`src/hdl/gdc_defs.svh`:
```
// Purpose: constants of the decoder global control block
// Assumes: one 8-bit control register at offset 0x00
// Notes: included by the package and the gdc_global_ctrl module
// Contract
// - soft run bit low resets, holds state machines and disables outputs.
// - soft run bit high starts state machines and enables outputs.
// - soft run bit ignored while pin reset linkage bit is high.
// - linkage high and reset pin low force soft run low, hold machines.
// - linkage low: pin release leaves machines stopped until soft run written high.
// - linkage high: machines restart as soon as reset pin returns high.
// - three-bit action field picks behaviour on low action pin.
// - code 000 resets and holds outputs, state machines and burst loop; the code tristates the outputs instead of holding them.
// - code 001 forces blue or colour output, machines and loop flywheel.
// - 010 holds outputs, locks external; 011 resets loop; 100 resets both.
// - code 101 forces blue output, locks machines and loop to video.
// - code 110 triggers line and pixel grab per grab control register.
// - code 111 toggles between normal running and code 010 per pulse.
// - first code 111 pulse after any reset enters code 010 behaviour.
// - sync disable bit high disables decoder line and field sync outputs.
// - standard field 00 NTSC, 10 PAL/M, 11 other PAL, 01 reserved.
`ifndef GDC_DEFS_SVH
`define GDC_DEFS_SVH

// ---------------------------------------------------------------
// register map
// ---------------------------------------------------------------
`define GDC_ADDR_W 8
`define GDC_DATA_W 8
`define GDC_OFS_CTRL 8'h00
`define GDC_CTRL_RESET 8'h00

// ---------------------------------------------------------------
// field positions
// ---------------------------------------------------------------
`define GDC_BIT_SOFT_RUN 7
`define GDC_BIT_LINKAGE 6
`define GDC_ACT_HI 5
`define GDC_ACT_LO 3
`define GDC_BIT_SYNC_DIS 2
`define GDC_STD_HI 1
`define GDC_STD_LO 0

// ---------------------------------------------------------------
// action codes and standards
// ---------------------------------------------------------------
`define GDC_ACT_RESET_ALL 3'h0
`define GDC_ACT_FLYWHEEL 3'h1
`define GDC_ACT_HOLD_LOCK 3'h2
`define GDC_ACT_RESET_BLL 3'h3
`define GDC_ACT_RESET_SM 3'h4
`define GDC_ACT_BLUE_LOCK 3'h5
`define GDC_ACT_GRAB 3'h6
`define GDC_ACT_TOGGLE 3'h7
`define GDC_STD_NTSC 2'h0
`define GDC_STD_RSVD 2'h1
`define GDC_STD_PALM 2'h2
`define GDC_STD_PAL 2'h3

`endif

```
`src/hdl/gdc_pkg.sv`:
```
// Purpose: types of the decoder global control block
// Assumes: gdc_defs.svh holds the numbers
// Notes: one-hot mode codes
`include "gdc_defs.svh"

package gdc_pkg;

  // effective behaviour after pin and toggle decode
  typedef enum logic [8:0] {
    GDC_MODE_NORMAL = 9'h001,
    GDC_MODE_RESET_ALL = 9'h002,
    GDC_MODE_FLYWHEEL = 9'h004,
    GDC_MODE_HOLD_LOCK = 9'h008,
    GDC_MODE_RESET_BLL = 9'h010,
    GDC_MODE_RESET_SM = 9'h020,
    GDC_MODE_BLUE_LOCK = 9'h040,
    GDC_MODE_GRAB = 9'h080,
    GDC_MODE_STOPPED = 9'h100
  } gdc_mode_e;

  typedef logic [2:0] gdc_action_t;

endpackage : gdc_pkg

```
`src/hdl/gdc_sync2.sv`:
```
// Purpose: two-flop synchroniser for a pin
// Assumes: pin idles high
// Notes: first stage read only by second stage
`timescale 1ns/1ps
`default_nettype none

module gdc_sync2 (
  // clock and reset
  input wire logic clk_i,
  input wire logic reset_i,
  // pin and synchronised level
  input wire logic pin_i,
  output logic level_o
);

  logic meta_reg;

  always_ff @(posedge clk_i) begin
    if (reset_i) begin
      meta_reg <= 1'b1;
      level_o <= 1'b1;
    end else begin
      meta_reg <= pin_i;
      level_o <= meta_reg;
    end
  end

endmodule // gdc_sync2

`default_nettype wire

```
`src/hdl/gdc_fall_detect.sv`:
```
// Purpose: one-cycle pulse on a falling level
// Assumes: level already synchronised to clk_i
// Notes: pulse is registered
`timescale 1ns/1ps
`default_nettype none

module gdc_fall_detect (
  // clock and reset
  input wire logic clk_i,
  input wire logic reset_i,
  // level in, pulse out
  input wire logic level_i,
  output logic fall_o
);

  logic last_reg;

  always_ff @(posedge clk_i) begin
    if (reset_i) begin
      last_reg <= 1'b1;
      fall_o <= 1'b0;
    end else begin
      last_reg <= level_i;
      fall_o <= last_reg & ~level_i;
    end
  end

endmodule // gdc_fall_detect

`default_nettype wire

```
`src/hdl/gdc_global_ctrl.sv`:
```
// Purpose: global reset and action pin control of the video decoder
// Assumes: host port on clk_i; reset and action pins asynchronous, active low
// Notes: all outputs registered; control state one cycle behind the pins' sync
`timescale 1ns/1ps
`default_nettype none
`include "gdc_defs.svh"

module gdc_global_ctrl
  import gdc_pkg::*;
(
  // clock and reset
  input wire logic clk_i,
  input wire logic reset_i,
  // register port
  input wire logic [`GDC_ADDR_W-1:0] addr_i,
  input wire logic [`GDC_DATA_W-1:0] wr_data_i,
  input wire logic wr_i,
  input wire logic rd_i,
  output logic [`GDC_DATA_W-1:0] rd_data_o,
  // device pins
  input wire logic reset_pin_n_i,
  input wire logic action_pin_n_i,
  // core side
  input wire logic ycbcr_mode_i,
  input wire logic line_sync_i,
  input wire logic field_sync_i,
  // state machine control
  output logic sm_reset_o,
  output logic sm_flywheel_o,
  output logic sm_lock_ext_o,
  output logic sm_lock_video_o,
  // burst loop control
  output logic bll_reset_o,
  output logic bll_flywheel_o,
  output logic bll_lock_ext_o,
  output logic bll_lock_video_o,
  // output stage control
  output logic out_tristate_o,
  output logic out_hold_o,
  output logic out_force_blue_o,
  output logic out_force_color_o,
  output logic grab_trigger_o,
  // syncs and static settings
  output logic decoder_line_sync_out_o,
  output logic decoder_field_sync_out_o,
  output logic sync_output_disable_o,
  output logic [1:0] video_standard_select_o,
  output logic toggle_active_o
);

  // ---------------------------------------------------------------
  // decode
  // ---------------------------------------------------------------
  function automatic gdc_mode_e gdc_decode(input gdc_action_t code, input logic act_low,
                                           input logic tog);
    gdc_mode_e m;
    m = GDC_MODE_NORMAL;
    if (code == `GDC_ACT_TOGGLE) begin
      m = tog ? GDC_MODE_HOLD_LOCK : GDC_MODE_NORMAL;
    end else if (act_low) begin
      case (code)
        `GDC_ACT_RESET_ALL: m = GDC_MODE_RESET_ALL;
        `GDC_ACT_FLYWHEEL: m = GDC_MODE_FLYWHEEL;
        `GDC_ACT_HOLD_LOCK: m = GDC_MODE_HOLD_LOCK;
        `GDC_ACT_RESET_BLL: m = GDC_MODE_RESET_BLL;
        `GDC_ACT_RESET_SM: m = GDC_MODE_RESET_SM;
        `GDC_ACT_BLUE_LOCK: m = GDC_MODE_BLUE_LOCK;
        `GDC_ACT_GRAB: m = GDC_MODE_GRAB;
        default: m = GDC_MODE_NORMAL;
      endcase
    end
    return m;
  endfunction

  function automatic logic gdc_is_ctrl(input logic [`GDC_ADDR_W-1:0] a);
    return a == `GDC_OFS_CTRL;
  endfunction

  // ---------------------------------------------------------------
  // pin synchronisers
  // ---------------------------------------------------------------
  logic reset_pin_s;
  logic action_pin_s;
  logic action_fall;

  gdc_sync2 u_sync_reset (
    .clk_i(clk_i),
    .reset_i(reset_i),
    .pin_i(reset_pin_n_i),
    .level_o(reset_pin_s)
  );

  gdc_sync2 u_sync_action (
    .clk_i(clk_i),
    .reset_i(reset_i),
    .pin_i(action_pin_n_i),
    .level_o(action_pin_s)
  );

  gdc_fall_detect u_fall_action (
    .clk_i(clk_i),
    .reset_i(reset_i),
    .level_i(action_pin_s),
    .fall_o(action_fall)
  );

  // ---------------------------------------------------------------
  // control register
  // ---------------------------------------------------------------
  logic soft_run_bit_reg;
  logic pin_reset_linkage_bit_reg;
  gdc_action_t action_reg;
  logic sync_disable_reg;
  logic [1:0] std_reg;

  always_ff @(posedge clk_i) begin
    if (reset_i) begin
      soft_run_bit_reg <= 1'(`GDC_CTRL_RESET >> `GDC_BIT_SOFT_RUN);
      pin_reset_linkage_bit_reg <= 1'b0;
      action_reg <= 3'h0;
      sync_disable_reg <= 1'b0;
      std_reg <= 2'h0;
    end else begin
      if (wr_i && gdc_is_ctrl(addr_i)) begin
        soft_run_bit_reg <= wr_data_i[`GDC_BIT_SOFT_RUN];
        pin_reset_linkage_bit_reg <= wr_data_i[`GDC_BIT_LINKAGE];
        action_reg <= wr_data_i[`GDC_ACT_HI:`GDC_ACT_LO];
        sync_disable_reg <= wr_data_i[`GDC_BIT_SYNC_DIS];
        std_reg <= wr_data_i[`GDC_STD_HI:`GDC_STD_LO];
      end
      // pin low clears the run bit, winning over a write
      if (!reset_pin_s) begin
        soft_run_bit_reg <= 1'b0;
      end
    end
  end

  always_ff @(posedge clk_i) begin
    if (reset_i) begin
      rd_data_o <= 8'h00;
    end else if (rd_i && gdc_is_ctrl(addr_i)) begin
      rd_data_o <= {soft_run_bit_reg, pin_reset_linkage_bit_reg, action_reg, sync_disable_reg, std_reg};
    end else begin
      rd_data_o <= 8'h00;
    end
  end

  // ---------------------------------------------------------------
  // run decision and toggle
  // ---------------------------------------------------------------
  logic run;
  logic toggle_reg;
  gdc_mode_e mode;

  // linkage high: pin alone decides; low: pin release waits for the run bit
  assign run = pin_reset_linkage_bit_reg ? reset_pin_s : (soft_run_bit_reg & reset_pin_s);

  always_ff @(posedge clk_i) begin
    if (reset_i) begin
      toggle_reg <= 1'b0;
    end else if (!run) begin
      toggle_reg <= 1'b0;
    end else if (action_fall && action_reg == `GDC_ACT_TOGGLE) begin
      toggle_reg <= ~toggle_reg;
    end
  end

  assign mode = run ? gdc_decode(action_reg, ~action_pin_s, toggle_reg) : GDC_MODE_STOPPED;

  // ---------------------------------------------------------------
  // output decode
  // ---------------------------------------------------------------
  logic sm_reset_next;
  logic sm_fly_next;
  logic sm_ext_next;
  logic sm_vid_next;
  logic bll_reset_next;
  logic bll_fly_next;
  logic bll_ext_next;
  logic bll_vid_next;
  logic tri_next;
  logic hold_next;
  logic blue_next;
  logic color_next;

  always_comb begin
    sm_reset_next = 1'b0;
    sm_fly_next = 1'b0;
    sm_ext_next = 1'b0;
    sm_vid_next = 1'b0;
    bll_reset_next = 1'b0;
    bll_fly_next = 1'b0;
    bll_ext_next = 1'b0;
    bll_vid_next = 1'b0;
    tri_next = 1'b0;
    hold_next = 1'b0;
    blue_next = 1'b0;
    color_next = 1'b0;
    case (mode)
      GDC_MODE_STOPPED: begin
        sm_reset_next = 1'b1;
        tri_next = 1'b1;
      end
      GDC_MODE_RESET_ALL: begin
        tri_next = 1'b1;
        sm_reset_next = 1'b1;
        bll_reset_next = 1'b1;
      end
      GDC_MODE_FLYWHEEL: begin
        blue_next = ~ycbcr_mode_i;
        color_next = ycbcr_mode_i;
        sm_fly_next = 1'b1;
        bll_fly_next = 1'b1;
      end
      GDC_MODE_HOLD_LOCK: begin
        hold_next = 1'b1;
        sm_ext_next = 1'b1;
        bll_ext_next = 1'b1;
      end
      GDC_MODE_RESET_BLL: begin
        bll_reset_next = 1'b1;
      end
      GDC_MODE_RESET_SM: begin
        sm_reset_next = 1'b1;
        bll_reset_next = 1'b1;
      end
      GDC_MODE_BLUE_LOCK: begin
        blue_next = 1'b1;
        sm_vid_next = 1'b1;
        bll_vid_next = 1'b1;
      end
      GDC_MODE_NORMAL, GDC_MODE_GRAB: begin
        sm_reset_next = 1'b0;
      end
      default: begin
        sm_reset_next = 1'b1;
        tri_next = 1'b1;
      end
    endcase
  end

  always_ff @(posedge clk_i) begin
    if (reset_i) begin
      sm_reset_o <= 1'b1;
      sm_flywheel_o <= 1'b0;
      sm_lock_ext_o <= 1'b0;
      sm_lock_video_o <= 1'b0;
      bll_reset_o <= 1'b0;
      bll_flywheel_o <= 1'b0;
      bll_lock_ext_o <= 1'b0;
      bll_lock_video_o <= 1'b0;
      out_tristate_o <= 1'b1;
      out_hold_o <= 1'b0;
      out_force_blue_o <= 1'b0;
      out_force_color_o <= 1'b0;
    end else begin
      sm_reset_o <= sm_reset_next;
      sm_flywheel_o <= sm_fly_next;
      sm_lock_ext_o <= sm_ext_next;
      sm_lock_video_o <= sm_vid_next;
      bll_reset_o <= bll_reset_next;
      bll_flywheel_o <= bll_fly_next;
      bll_lock_ext_o <= bll_ext_next;
      bll_lock_video_o <= bll_vid_next;
      out_tristate_o <= tri_next;
      out_hold_o <= hold_next;
      out_force_blue_o <= blue_next;
      out_force_color_o <= color_next;
    end
  end

  // ---------------------------------------------------------------
  // grab trigger, syncs and settings
  // ---------------------------------------------------------------
  always_ff @(posedge clk_i) begin
    if (reset_i) begin
      grab_trigger_o <= 1'b0;
    end else begin
      grab_trigger_o <= run & action_fall & (action_reg == `GDC_ACT_GRAB);
    end
  end

  always_ff @(posedge clk_i) begin
    if (reset_i) begin
      decoder_line_sync_out_o <= 1'b0;
      decoder_field_sync_out_o <= 1'b0;
      sync_output_disable_o <= 1'b0;
      video_standard_select_o <= `GDC_STD_NTSC;
      toggle_active_o <= 1'b0;
    end else begin
      decoder_line_sync_out_o <= line_sync_i & ~sync_disable_reg & ~tri_next;
      decoder_field_sync_out_o <= field_sync_i & ~sync_disable_reg & ~tri_next;
      sync_output_disable_o <= sync_disable_reg;
      video_standard_select_o <= std_reg;
      toggle_active_o <= toggle_reg;
    end
  end

  // ---------------------------------------------------------------
  // assertions
  // ---------------------------------------------------------------
  property p_stop_low;
    @(posedge clk_i) disable iff (reset_i)
      (!soft_run_bit_reg && !pin_reset_linkage_bit_reg) |=> (sm_reset_o && out_tristate_o);
  endproperty
  a_stop_low: assert property (p_stop_low) else $error("run bit low did not stop");

  property p_run_high;
    @(posedge clk_i) disable iff (reset_i)
      (soft_run_bit_reg && reset_pin_s && action_pin_s && action_reg != `GDC_ACT_TOGGLE)
        |=> (!sm_reset_o && !out_tristate_o);
  endproperty
  a_run_high: assert property (p_run_high) else $error("run bit high did not run");

  property p_bit_ignored;
    @(posedge clk_i) disable iff (reset_i)
      (pin_reset_linkage_bit_reg && reset_pin_s && !soft_run_bit_reg && action_pin_s
        && action_reg != `GDC_ACT_TOGGLE) |=> !sm_reset_o;
  endproperty
  a_bit_ignored: assert property (p_bit_ignored) else $error("run bit not ignored");

  property p_pin_forces;
    @(posedge clk_i) disable iff (reset_i)
      (pin_reset_linkage_bit_reg && !reset_pin_s) |=> (!soft_run_bit_reg && sm_reset_o);
  endproperty
  a_pin_forces: assert property (p_pin_forces) else $error("reset pin did not force");

  property p_stay_stopped;
    @(posedge clk_i) disable iff (reset_i)
      (!pin_reset_linkage_bit_reg && $rose(reset_pin_s) && !(wr_i && gdc_is_ctrl(addr_i)))
        |=> sm_reset_o [*2];
  endproperty
  a_stay_stopped: assert property (p_stay_stopped) else $error("restarted without write");

  property p_auto_restart;
    @(posedge clk_i) disable iff (reset_i)
      (pin_reset_linkage_bit_reg && $rose(reset_pin_s) && action_pin_s && action_reg != `GDC_ACT_TOGGLE)
        |=> !sm_reset_o;
  endproperty
  a_auto_restart: assert property (p_auto_restart) else $error("no restart on pin release");

  property p_reset_all;
    @(posedge clk_i) disable iff (reset_i)
      (run && !action_pin_s && action_reg == `GDC_ACT_RESET_ALL)
        |=> (out_tristate_o && sm_reset_o && bll_reset_o);
  endproperty
  a_reset_all: assert property (p_reset_all) else $error("code 000 wrong");

  property p_reset_bll;
    @(posedge clk_i) disable iff (reset_i)
      (run && !action_pin_s && action_reg == `GDC_ACT_RESET_BLL) |=> (bll_reset_o && !sm_reset_o);
  endproperty
  a_reset_bll: assert property (p_reset_bll) else $error("code 011 wrong");

  property p_toggle;
    @(posedge clk_i) disable iff (reset_i)
      (run && action_fall && action_reg == `GDC_ACT_TOGGLE) |=> (toggle_reg != $past(toggle_reg));
  endproperty
  a_toggle: assert property (p_toggle) else $error("toggle did not flip");

  property p_sync_off;
    @(posedge clk_i) disable iff (reset_i)
      sync_disable_reg |=> (!decoder_line_sync_out_o && !decoder_field_sync_out_o);
  endproperty
  a_sync_off: assert property (p_sync_off) else $error("sync not disabled");

  property p_one_pulse;
    @(posedge clk_i) disable iff (reset_i)
      action_fall |=> !action_fall;
  endproperty
  a_one_pulse: assert property (p_one_pulse) else $error("edge counted twice");

  c_toggle_on: cover property (@(posedge clk_i) disable iff (reset_i) $rose(toggle_active_o));
  c_grab: cover property (@(posedge clk_i) disable iff (reset_i) grab_trigger_o);
  c_pin_reset: cover property (@(posedge clk_i) disable iff (reset_i)
    pin_reset_linkage_bit_reg && $rose(reset_pin_s));

endmodule // gdc_global_ctrl

`default_nettype wire

```
`config.mk`:
```
export PLATFORM = sky130hd
export DESIGN_NAME = gdc_global_ctrl
export DESIGN_NICKNAME = d
export VERILOG_FILES = /design/src/hdl/gdc_pkg.sv /design/src/hdl/gdc_sync2.sv /design/src/hdl/gdc_fall_detect.sv /design/src/hdl/gdc_global_ctrl.sv
export VERILOG_INCLUDE_DIRS = /design/src /design/src/hdl
export SDC_FILE = /design/constraint.sdc
export NUM_CORES = 1
export LEC_CHECK = 0
export BUFFER_PORTS_ARGS = -buffer_cell sky130_fd_sc_hd__buf_2
export CAP_MARGIN = 10
export CORE_ASPECT_RATIO = 1.1
export CORE_MARGIN = 2
export CORE_UTILIZATION = 35
export CTS_BUF_LIST = sky130_fd_sc_hd__clkbuf_2
export DETAILED_ROUTE_END_ITERATION = 10
export GPL_ROUTABILITY_DRIVEN = 1
export HOLD_SLACK_MARGIN = 0.08
export PLACE_DENSITY = 0.72
export RECOVER_POWER = 50
export SLEW_MARGIN = 20
export SYNTH_ARGS = -nofsm -noshare
export SYNTH_HDL_FRONTEND = slang
export SYNTH_HIERARCHICAL = 1
export SYNTH_SLANG_ARGS = --single-unit
```
`constraint.sdc`:
```
create_clock -name clk_i -period 1.9 [get_ports clk_i]
set_input_delay 0.475 -clock clk_i [delete_from_list [all_inputs] [get_ports clk_i]]
set_output_delay 0.475 -clock clk_i [all_outputs]
set_load 0.01 [all_outputs]
```
; ---- After elaboration in Yosys (flattened, before gate mapping)
; Cells that the tools add are included.
; Widths: inputs -> output; s select.
[classes]
eq_ne = 15
muxes = 13
n_bitwise = 16
n_reduce_logical = 12
[ops]
columns = operator, n
row1 = $pmux 8 s7, 1
row2 = $mux 8, 2
row3 = $eq 3x3->1 const B, 4
row4 = $eq 9x1->1 const B, 1
row5 = $eq 9x2->1 const B, 1
row6 = $eq 9x3->1 const B, 1
row7 = $eq 9x4->1 const B, 1
row8 = $eq 9x5->1 const B, 1
row9 = $eq 9x6->1 const B, 1
row10 = $eq 9x7->1 const B, 1
row11 = $eq 9x8->1 const B, 1
row12 = $mux 9, 1
row13 = $and 1x1->1, 8
row14 = $logic_not 8->1, 1
row15 = $not 1->1, 8
row16 = $reduce_or 2->1, 4
row17 = $mux 1, 7
row18 = $reduce_or 7->1, 1
row19 = $eq 3x2->1 const B, 2
row20 = $reduce_or 6->1, 1
row21 = $mux 4, 1
row22 = $eq 3x1->1 const B, 1
row23 = $logic_and 1x1->1, 3
row24 = $logic_not 3->1, 1
row25 = other kinds (2), 2
[word_totals]
regBits = 38
elab_cells = 83

; ---- Logic depth before layout (Yosys ltp)
; Gate-level depths: netlist (run 1).
[depth]
word_depth = 8
depth_mapped = 4
depth_no_buf = 3

; ---- Cells and area by module
; The synthesis (run 1) kept the hierarchy.
[by_module_without_submodules]
columns = mod, n_inst, cells_per_inst, area_per_inst_um2
row1 = gdc_global_ctrl, 1, 114, 1164.9
row2 = gdc_sync2, 2, 4, 52.6
row3 = gdc_fall_detect, 1, 4, 53.8

; ---- Least setup slack after synthesis (run 1)
; Ideal clock, no wire load.
[synth_timing]
path_type = input to register
start = input addr_i[5]
end = register action_reg[0]
setup_ps = 72
arrival_ps = 1287
t_required_ps = 1828
path_slack_ps = 541
path_stages = 4
cell_sequence = nor4_4 -> and3_1 -> buf_6 -> mux2i_1
[synth_between]
elab_chain_cells = 2
[synth_lines]
columns = element, line_no
row1 = from (decl), gdc_global_ctrl.sv:15  ; input wire logic [`GDC_ADDR_W-1:0] addr_i,
row2 = $logic_not 8->1 (no source line), -
row3 = $logic_and 1x1->1, gdc_global_ctrl.sv:124  ; if (wr_i && gdc_is_ctrl(addr_i)) begin
row4 = to (signal assigned), gdc_global_ctrl.sv:127  ; action_reg <= wr_data_i[`GDC_ACT_HI:`GDC_ACT_LO];
row5 = to (decl), gdc_global_ctrl.sv:112  ; gdc_action_t action_reg;
; Every way passes these cells.
; A chain may end at the register's enable or synchronous reset.

; ---- Final worst setup path (run 1)
; Ends and elaborated chain as after synthesis.

==> flow_summary.toml, run 1 <==
[status]
outcome = "completed"

[synthesis]
syn-cell-area_sq_mm = 0.00132
synth.distinct_cells = 29
ys_ff_latch = 38
ys_seq_area_share_pct = 57.5
synthCells = 126
postSynthAreaPerCell_sq_um = 10.5
syn_nets = 151
yosysWarnings = 6

[routing]
drt_iter0_markers = 32
via_per_inst = 4.33
wl_mm = 2.40
wl_per_cell_um = 10.6
drc = 0
antenna_left = 0
vias = 983
drt-pass1-iter-count = 4

[floorplan]
dieWidth_um = 62.6
initial_core_util_pct = 36.5
die_area_sq_mm = 0.00429
die_h_um = 68.5
core_area_sq_mm = 0.00363
row_count = 23
io_pins = 52

[global_route]
grt_antenna_before_repair = 0
grt_start_max_net_pins = 21
first_global_vias = 896
grt_pass1_wl_mm = 3.97
overflow = 0
grt_usage_pct = 12.2

[job]
drv_cap = 0

[layout]
insertedDiodeCount = 0
drive_above_1_share_pct = 31.1
post-route-util_pct = 44.2
area_delta_synth_final_pct = 21.2
nets = 201
fillers = 388
largest_reg_flops = 8
fin_area_sq_mm = 0.00160
register_area_sq_um = 761
multi_input_area_sq_um = 465

[critical_path]
worstPathMaxFanout = 8
arrival_ns = 1.90
path_class = "in -> reg"
cp_slowest_cell = "nor4_1"
max_stage_delay_ns = 0.58
end_kind = "flop"
path_cells = "buf_2 > nor4_1 > and3_1 > mux2i_1"
r2r_cells = 3
start_kind = "input pin"
worst-endpoint-required_ns = 2.21

[clock_tree]
hold_buffers = 0
insertion_delay_ns = 0.37
cts_tree = "done"
cts_resized = 0
cts_buffers = 5
cts-htree-levels = 2
ctsLongestPathBuffers = 2
clk_pin_slew_worst_paths_ns = 0.17
clockRootBuffer = "clkbuf_2"
cts_sinks = 38
post_cts_buffers = 0

[sta]
finalSetupTns_ns = 0
fin_crit_sh_pct = 83.5
relSlewSlack_pct = 57.3
fmax_ghz = 0.630
drv_slew = 0
final.min_clock_period_ns = 1.59
holdWs_ns = 0.263
finalSetupViolCount = 0
hold_viol_final = 0
tightest_slew_ns = 0.634
setup_slack_ns = 0.313
finClkSkew_ns = 0.0111
rsz0062_at_grt = "false"

[pwr]
p_leak_nw = 0.715
max-vdd-ir-drop_mv = 0.335
powerDensity_mw_per_mm2 = 742

[placement]
port_buffers = 51
place_area_sq_mm = 0.00159
dp_hpwl_mm = 1.79
gp_congestion = 0.755
place_ws_ns = 0.178

[worst_hold_path]
hp-class = "in -> reg"
hold-path-cell-count = 2
## cells in the final DEF, fill, tap and decap left out, types with 4 or more instances in the layout
master / count
clkbuf_1: 5
nor2b_1: 5
and2_1: 4
buf_2: 47
dfxtp_1: 38
nor2_1: 10
or2_1: 5
nand2b_1: 11
clkbuf_2: 6
nor3_1: 7
mux2i_1: 6
inv_1: 6
## kinds of logic (layout without fill, tap and decap cells)
family,count (synthesis),count (layout),share of synthesized area (%)
simple gates,58,58,27.1
flops,38,38,57.5
compound gates,8,8,3.97
mux,6,6,4.54
xor+xnor,1,1,0.662
buf+inv,15,66,6.24
## worst max-delay path, delay by kind of cell
family | cells | cell delay [ns]
simple gates | 2 | 1.10
mux | 1 | 0.23
buf+inv | 1 | 0.09
## report_power, final
part           total [W]  switching, W  internal, W
Sequential      0.000806    0.00000276     0.000803
Clock           0.000330      0.000239    0.0000906
Combinational  0.0000543     0.0000247    0.0000296
## metal layers
layer	wire, um	up-vias	track usage [%]
met5	0	-	0
met4	53	0	6.67
met3	141	4	5.19
met2	1160	30	20.7
met1	1040	435	13.3
li1	-	514	-
## cells in the mapped netlist, drive strengths merged
library cell	number	share of area, %
clkbuf	3	0.85
or3	1	0.47
inv	6	1.7
a2111oi	1	0.66
nand3	1	0.38
nand2b	11	5.2
nand4b	1	0.66
a31oi	1	0.47
o31ai	2	1.1
nor3b	2	1.1
dfxtp	38	57
nand2	3	0.85
buf	6	3.7
nor3	7	2.6
a21o	1	0.57
a21oi	2	0.76
xor2	1	0.66
nor4	3	3.7
nor2b	5	2.4
and2	4	1.9
mux2i	6	4.5
and3	1	0.47
or2	5	2.4
o21ai	1	0.38
and4b	1	0.76
nand4	3	1.4
nor2	10	2.8
## layout make-up
type / instances / share of cell area [%]
multi-input combinational: 73 / 29.0
timing repair buffer: 52 / 15.8
clock buffer: 6 / 1.87
tap: 50 / 3.90
clock inverter: 2 / 0.546
inverter: 6 / 1.40
sequential: 38 / 47.4
## metrics by stage
stage                     cells  total power, W
after floorplan             126        0.000845
after global placement      219        0.000881
after detailed placement    219        0.000882
after CTS                   227         0.00121
after global routing        227         0.00125
final                       227         0.00119
## final timing paths
| path | from | end | slack (ns) |
|---|---|---|---|
| setup / recovery | addr_i[5] | action_reg[0]$_SDFFE_PP0P_ | 0.31 |
| hold / removal | ycbcr_mode_i | out_force_blue_o$_SDFF_PP0_ | 0.26 |
| setup reg to reg | action_reg[0]$_SDFFE_PP0P_ | decoder_line_sync_out_o$_SDFF_PP0_ | 0.51 |
| hold reg to reg | u_sync_reset/meta_reg$_SDFF_PP1_ | u_sync_reset/level_o$_SDFF_PP1_ | 0.43 |
No activity file was read; power rests on OpenSTA's default activity.
==> run 2, diff against run 1 <==
--- a/config.mk
+++ b/config.mk
@@ -6,6 +6,7 @@
 export SDC_FILE = /design/constraint.sdc
 export NUM_CORES = 1
 export LEC_CHECK = 0
+export ABC_AREA = 1
 export BUFFER_PORTS_ARGS = -buffer_cell sky130_fd_sc_hd__buf_2
 export CAP_MARGIN = 10
 export CORE_ASPECT_RATIO = 1.1
@@ -15,7 +16,7 @@
 export DETAILED_ROUTE_END_ITERATION = 10
 export GPL_ROUTABILITY_DRIVEN = 1
 export HOLD_SLACK_MARGIN = 0.08
-export PLACE_DENSITY = 0.72
+export PLACE_DENSITY = 0.74
 export RECOVER_POWER = 50
 export SLEW_MARGIN = 20
 export SYNTH_ARGS = -nofsm -noshare
==> constraint.sdc (replaced) <==
create_clock -name clk_i -period 1.28 [get_ports clk_i]
set_input_delay 0.32 -clock clk_i [delete_from_list [all_inputs] [get_ports clk_i]]
set_output_delay 0.32 -clock clk_i [all_outputs]
set_load 0.01 [all_outputs]
==> run 2 against run 1 <==
Final area grew 8.9%. Combinational power grew 62%. Total power grew 50%. Worst setup slack lost 0.26 ns. Via count grew 17%. Clock skew grew 0.0075 ns. Synthesized cell count grew 29%. Critical path depth grew 5. Clock power grew 52%. Sequential share of layout area shrank 3.1 points. Utilization grew 3.6 points.
==> flow_summary.toml, run 2 <==
[synthesis]
synth_top_cell_by_area = "dfxtp_1"
synthCells = 162
syn_nets = 187
async_flop_share_pct = 0
syn-cell-area_sq_mm = 0.00133
synth.top_cells.by_count = "dfxtp_1 (38), nor2_1 (28), inv_1 (22)"
synth.distinct_cells = 18
synth.area.top_cells = "dfxtp_1 (57%), nor2_1 (7.9%), inv_1 (6.2%)"
synth_edf_count = 0
postSynthAreaPerCell_sq_um = 8.19
synth.most_common_cell = "dfxtp_1"
ys_seq_area_share_pct = 57.3
ys_ff_latch = 38
yosysWarnings = 6
synthFlopType = "dfxtp_1"
yosysTopAreaCellShare_pct = 57.3

[clock_tree]
insertion_delay_ns = 0.37
cts_tree = "done"
cts-htree-levels = 2
ctsLongestPathBuffers = 2
cts_sinks = 38
cts_buffers = 5
clockRootBuffer = "clkbuf_2"
clk_pin_slew_worst_paths_ns = 0.18

[global_route]
grt_start_max_net_pins = 12
first_global_vias = 973
grt_usage_pct = 12.5
grt_pass1_wl_mm = 4.03
grt_antenna_before_repair = 0
overflow = 0

[critical_path]
worst-endpoint-required_ns = 1.56
max_stage_delay_ns = 0.37
crit_top_cell = "nand2_2"
arrival_ns = 1.50
path_class = "reg -> reg"
start_kind = "flop"
cp.buffers_inverters = 1
end_kind = "flop"
worstPathMaxFanout = 6
cp_top_family = "simple AND/OR/NAND/NOR gates"
path_cells = "nor2_4 > nor2_4 > buf_4 > nand3_1 > nand2_2 > nor2_2 > nand2_2 > nand2_2 > nor2_1"
cp_slowest_cell = "dfxtp_2"

[routing]
via_per_inst = 4.18
dr_wl_met3_um = 192
wl_met2_mm = 1.13
wl_met1_mm = 1.15
wl_mm = 2.52
top_layer = "met4"
vias = 1154
antenna_left = 0
drc = 0
drt-pass1-iter-count = 4
wl_per_cell_um = 9.12
drt_iter0_markers = 31

[floorplan]
io_pins = 52
core_area_sq_mm = 0.00365
row_count = 23
initial_core_util_pct = 36.3
dieWidth_um = 62.7
die_area_sq_mm = 0.00430
die_h_um = 68.6

[layout]
drive_above_1_share_pct = 38.1
final_common_cell = "buf_2"
fin_cells = 276
layout_common_cells = "buf_2 (51), dfxtp_1 (31), nor2_1 (27)"
insertedDiodeCount = 0
nets = 250
area_delta_synth_final_pct = 31.6
largest_reg_flops = 8

[sta]
finClkSkew_ns = 0.0186
rsz0062_at_grt = "false"
final.min_clock_period_ns = 1.22
finalSetupViolCount = 0
holdWs_ns = 0.136
fin_crit_sh_pct = 95.6
relSlewSlack_pct = 75.9
tightest_slew_ns = 0.361
drv_slew = 0
hold_viol_final = 0
finalSetupTns_ns = 0
fmax_ghz = 0.817

[worst_hold_path]
hp-class = "in -> reg"

[pwr]
power_switching_w = 0.000412
powerDensity_mw_per_mm2 = 1020
clkPwrFrac_pct = 28.1
seq_power_share_pct = 67.0
p_int_w = 0.00137
pwr-share-comb_pct = 4.9
sw_frac_of_total_pct = 23.1
p_leak_nw = 0.902
max-vdd-ir-drop_mv = 0.495

[job]
drv_cap = 0

[placement]
dp.cells = 263
port_buffers = 51
gp_congestion = 0.773
dp_hpwl_mm = 1.89

[status]
outcome = "completed"
[run 2: worst paths after layout]
path | start | to | slack [ns] | depth (start not counted)
min | ycbcr_mode_i | out_force_blue_o$_SDFF_PP0_ | 0.14 | 2
min reg2reg | u_sync_action/meta_reg$_SDFF_PP1_ | u_sync_action/level_o$_SDFF_PP1_ | 0.42 | 2
max reg2reg | pin_reset_linkage_bit_reg$_SDFFE_PP0P_ | decoder_line_sync_out_o$_SDFF_PP0_ | 0.06 | 9
max | pin_reset_linkage_bit_reg$_SDFFE_PP0P_ | decoder_line_sync_out_o$_SDFF_PP0_ | 0.06 | 9
[run 2: kinds of logic after synthesis]
group	Yosys count	synth area share [%]
AND/OR/NAND/NOR	74	25.3
flip-flops	38	57.3
AO/OA/AOI/OAI	18	7.07
buffers and inverters	32	10.4
[run 2: power groups by stage]
stage	Combinational (W)	Sequential [W]	Clock, W
2_1_floorplan	0.0000327	0.00122	0
3_3_place_gp	0.0000821	0.00122	0
3_5_place_dp	0.0000832	0.00122	0
4_1_cts	0.0000835	0.00120	0.000523
5_1_grt	0.0000984	0.00120	0.000592
6_report	0.0000880	0.00119	0.000500
[run 2: metal layers]
metal	GRT usage [%]	vias up
met5	0	-
met4	5.83	0
met3	5.36	5
met2	20.7	48
met1	14.3	479
li1	-	622
[run 2: layout make-up]
type                            instances  area, sq um
Sequential cell                        38          774
Clock inverter                          2         8.76
Inverter                               25         93.8
Multi-Input combinational cell         92          442
Timing Repair Buffer                   63          335
Fill cell                             365         1910
Tap cell                               50         62.6
Clock buffer                            6         30.0
[run 2: through the flow]
stage | util (%) | cell area (sq um) | power (W) | setup slack, ns
after detailed placement | 45.3 | 1650 | 0.00131 | -0.0268
after floorplan | - | 1330 | 0.00125 | 0.124
after CTS | 46.3 | 1690 | 0.00180 | 0.0426
after global routing | 47.8 | 1750 | 0.00189 | 0.00496
after global placement | 45.3 | 1650 | 0.00130 | 0.0391
final | 47.8 | 1750 | 0.00178 | 0.0561
[run 2: what timing repair did]
action / 4_1_cts / 5_1_grt
hold buffers: 0 / 2
buffers inserted: 0 / 3
hold endpoints to repair: 0 / 2
gates resized for setup: 0 / 14
setup endpoints to repair: 0 / 5
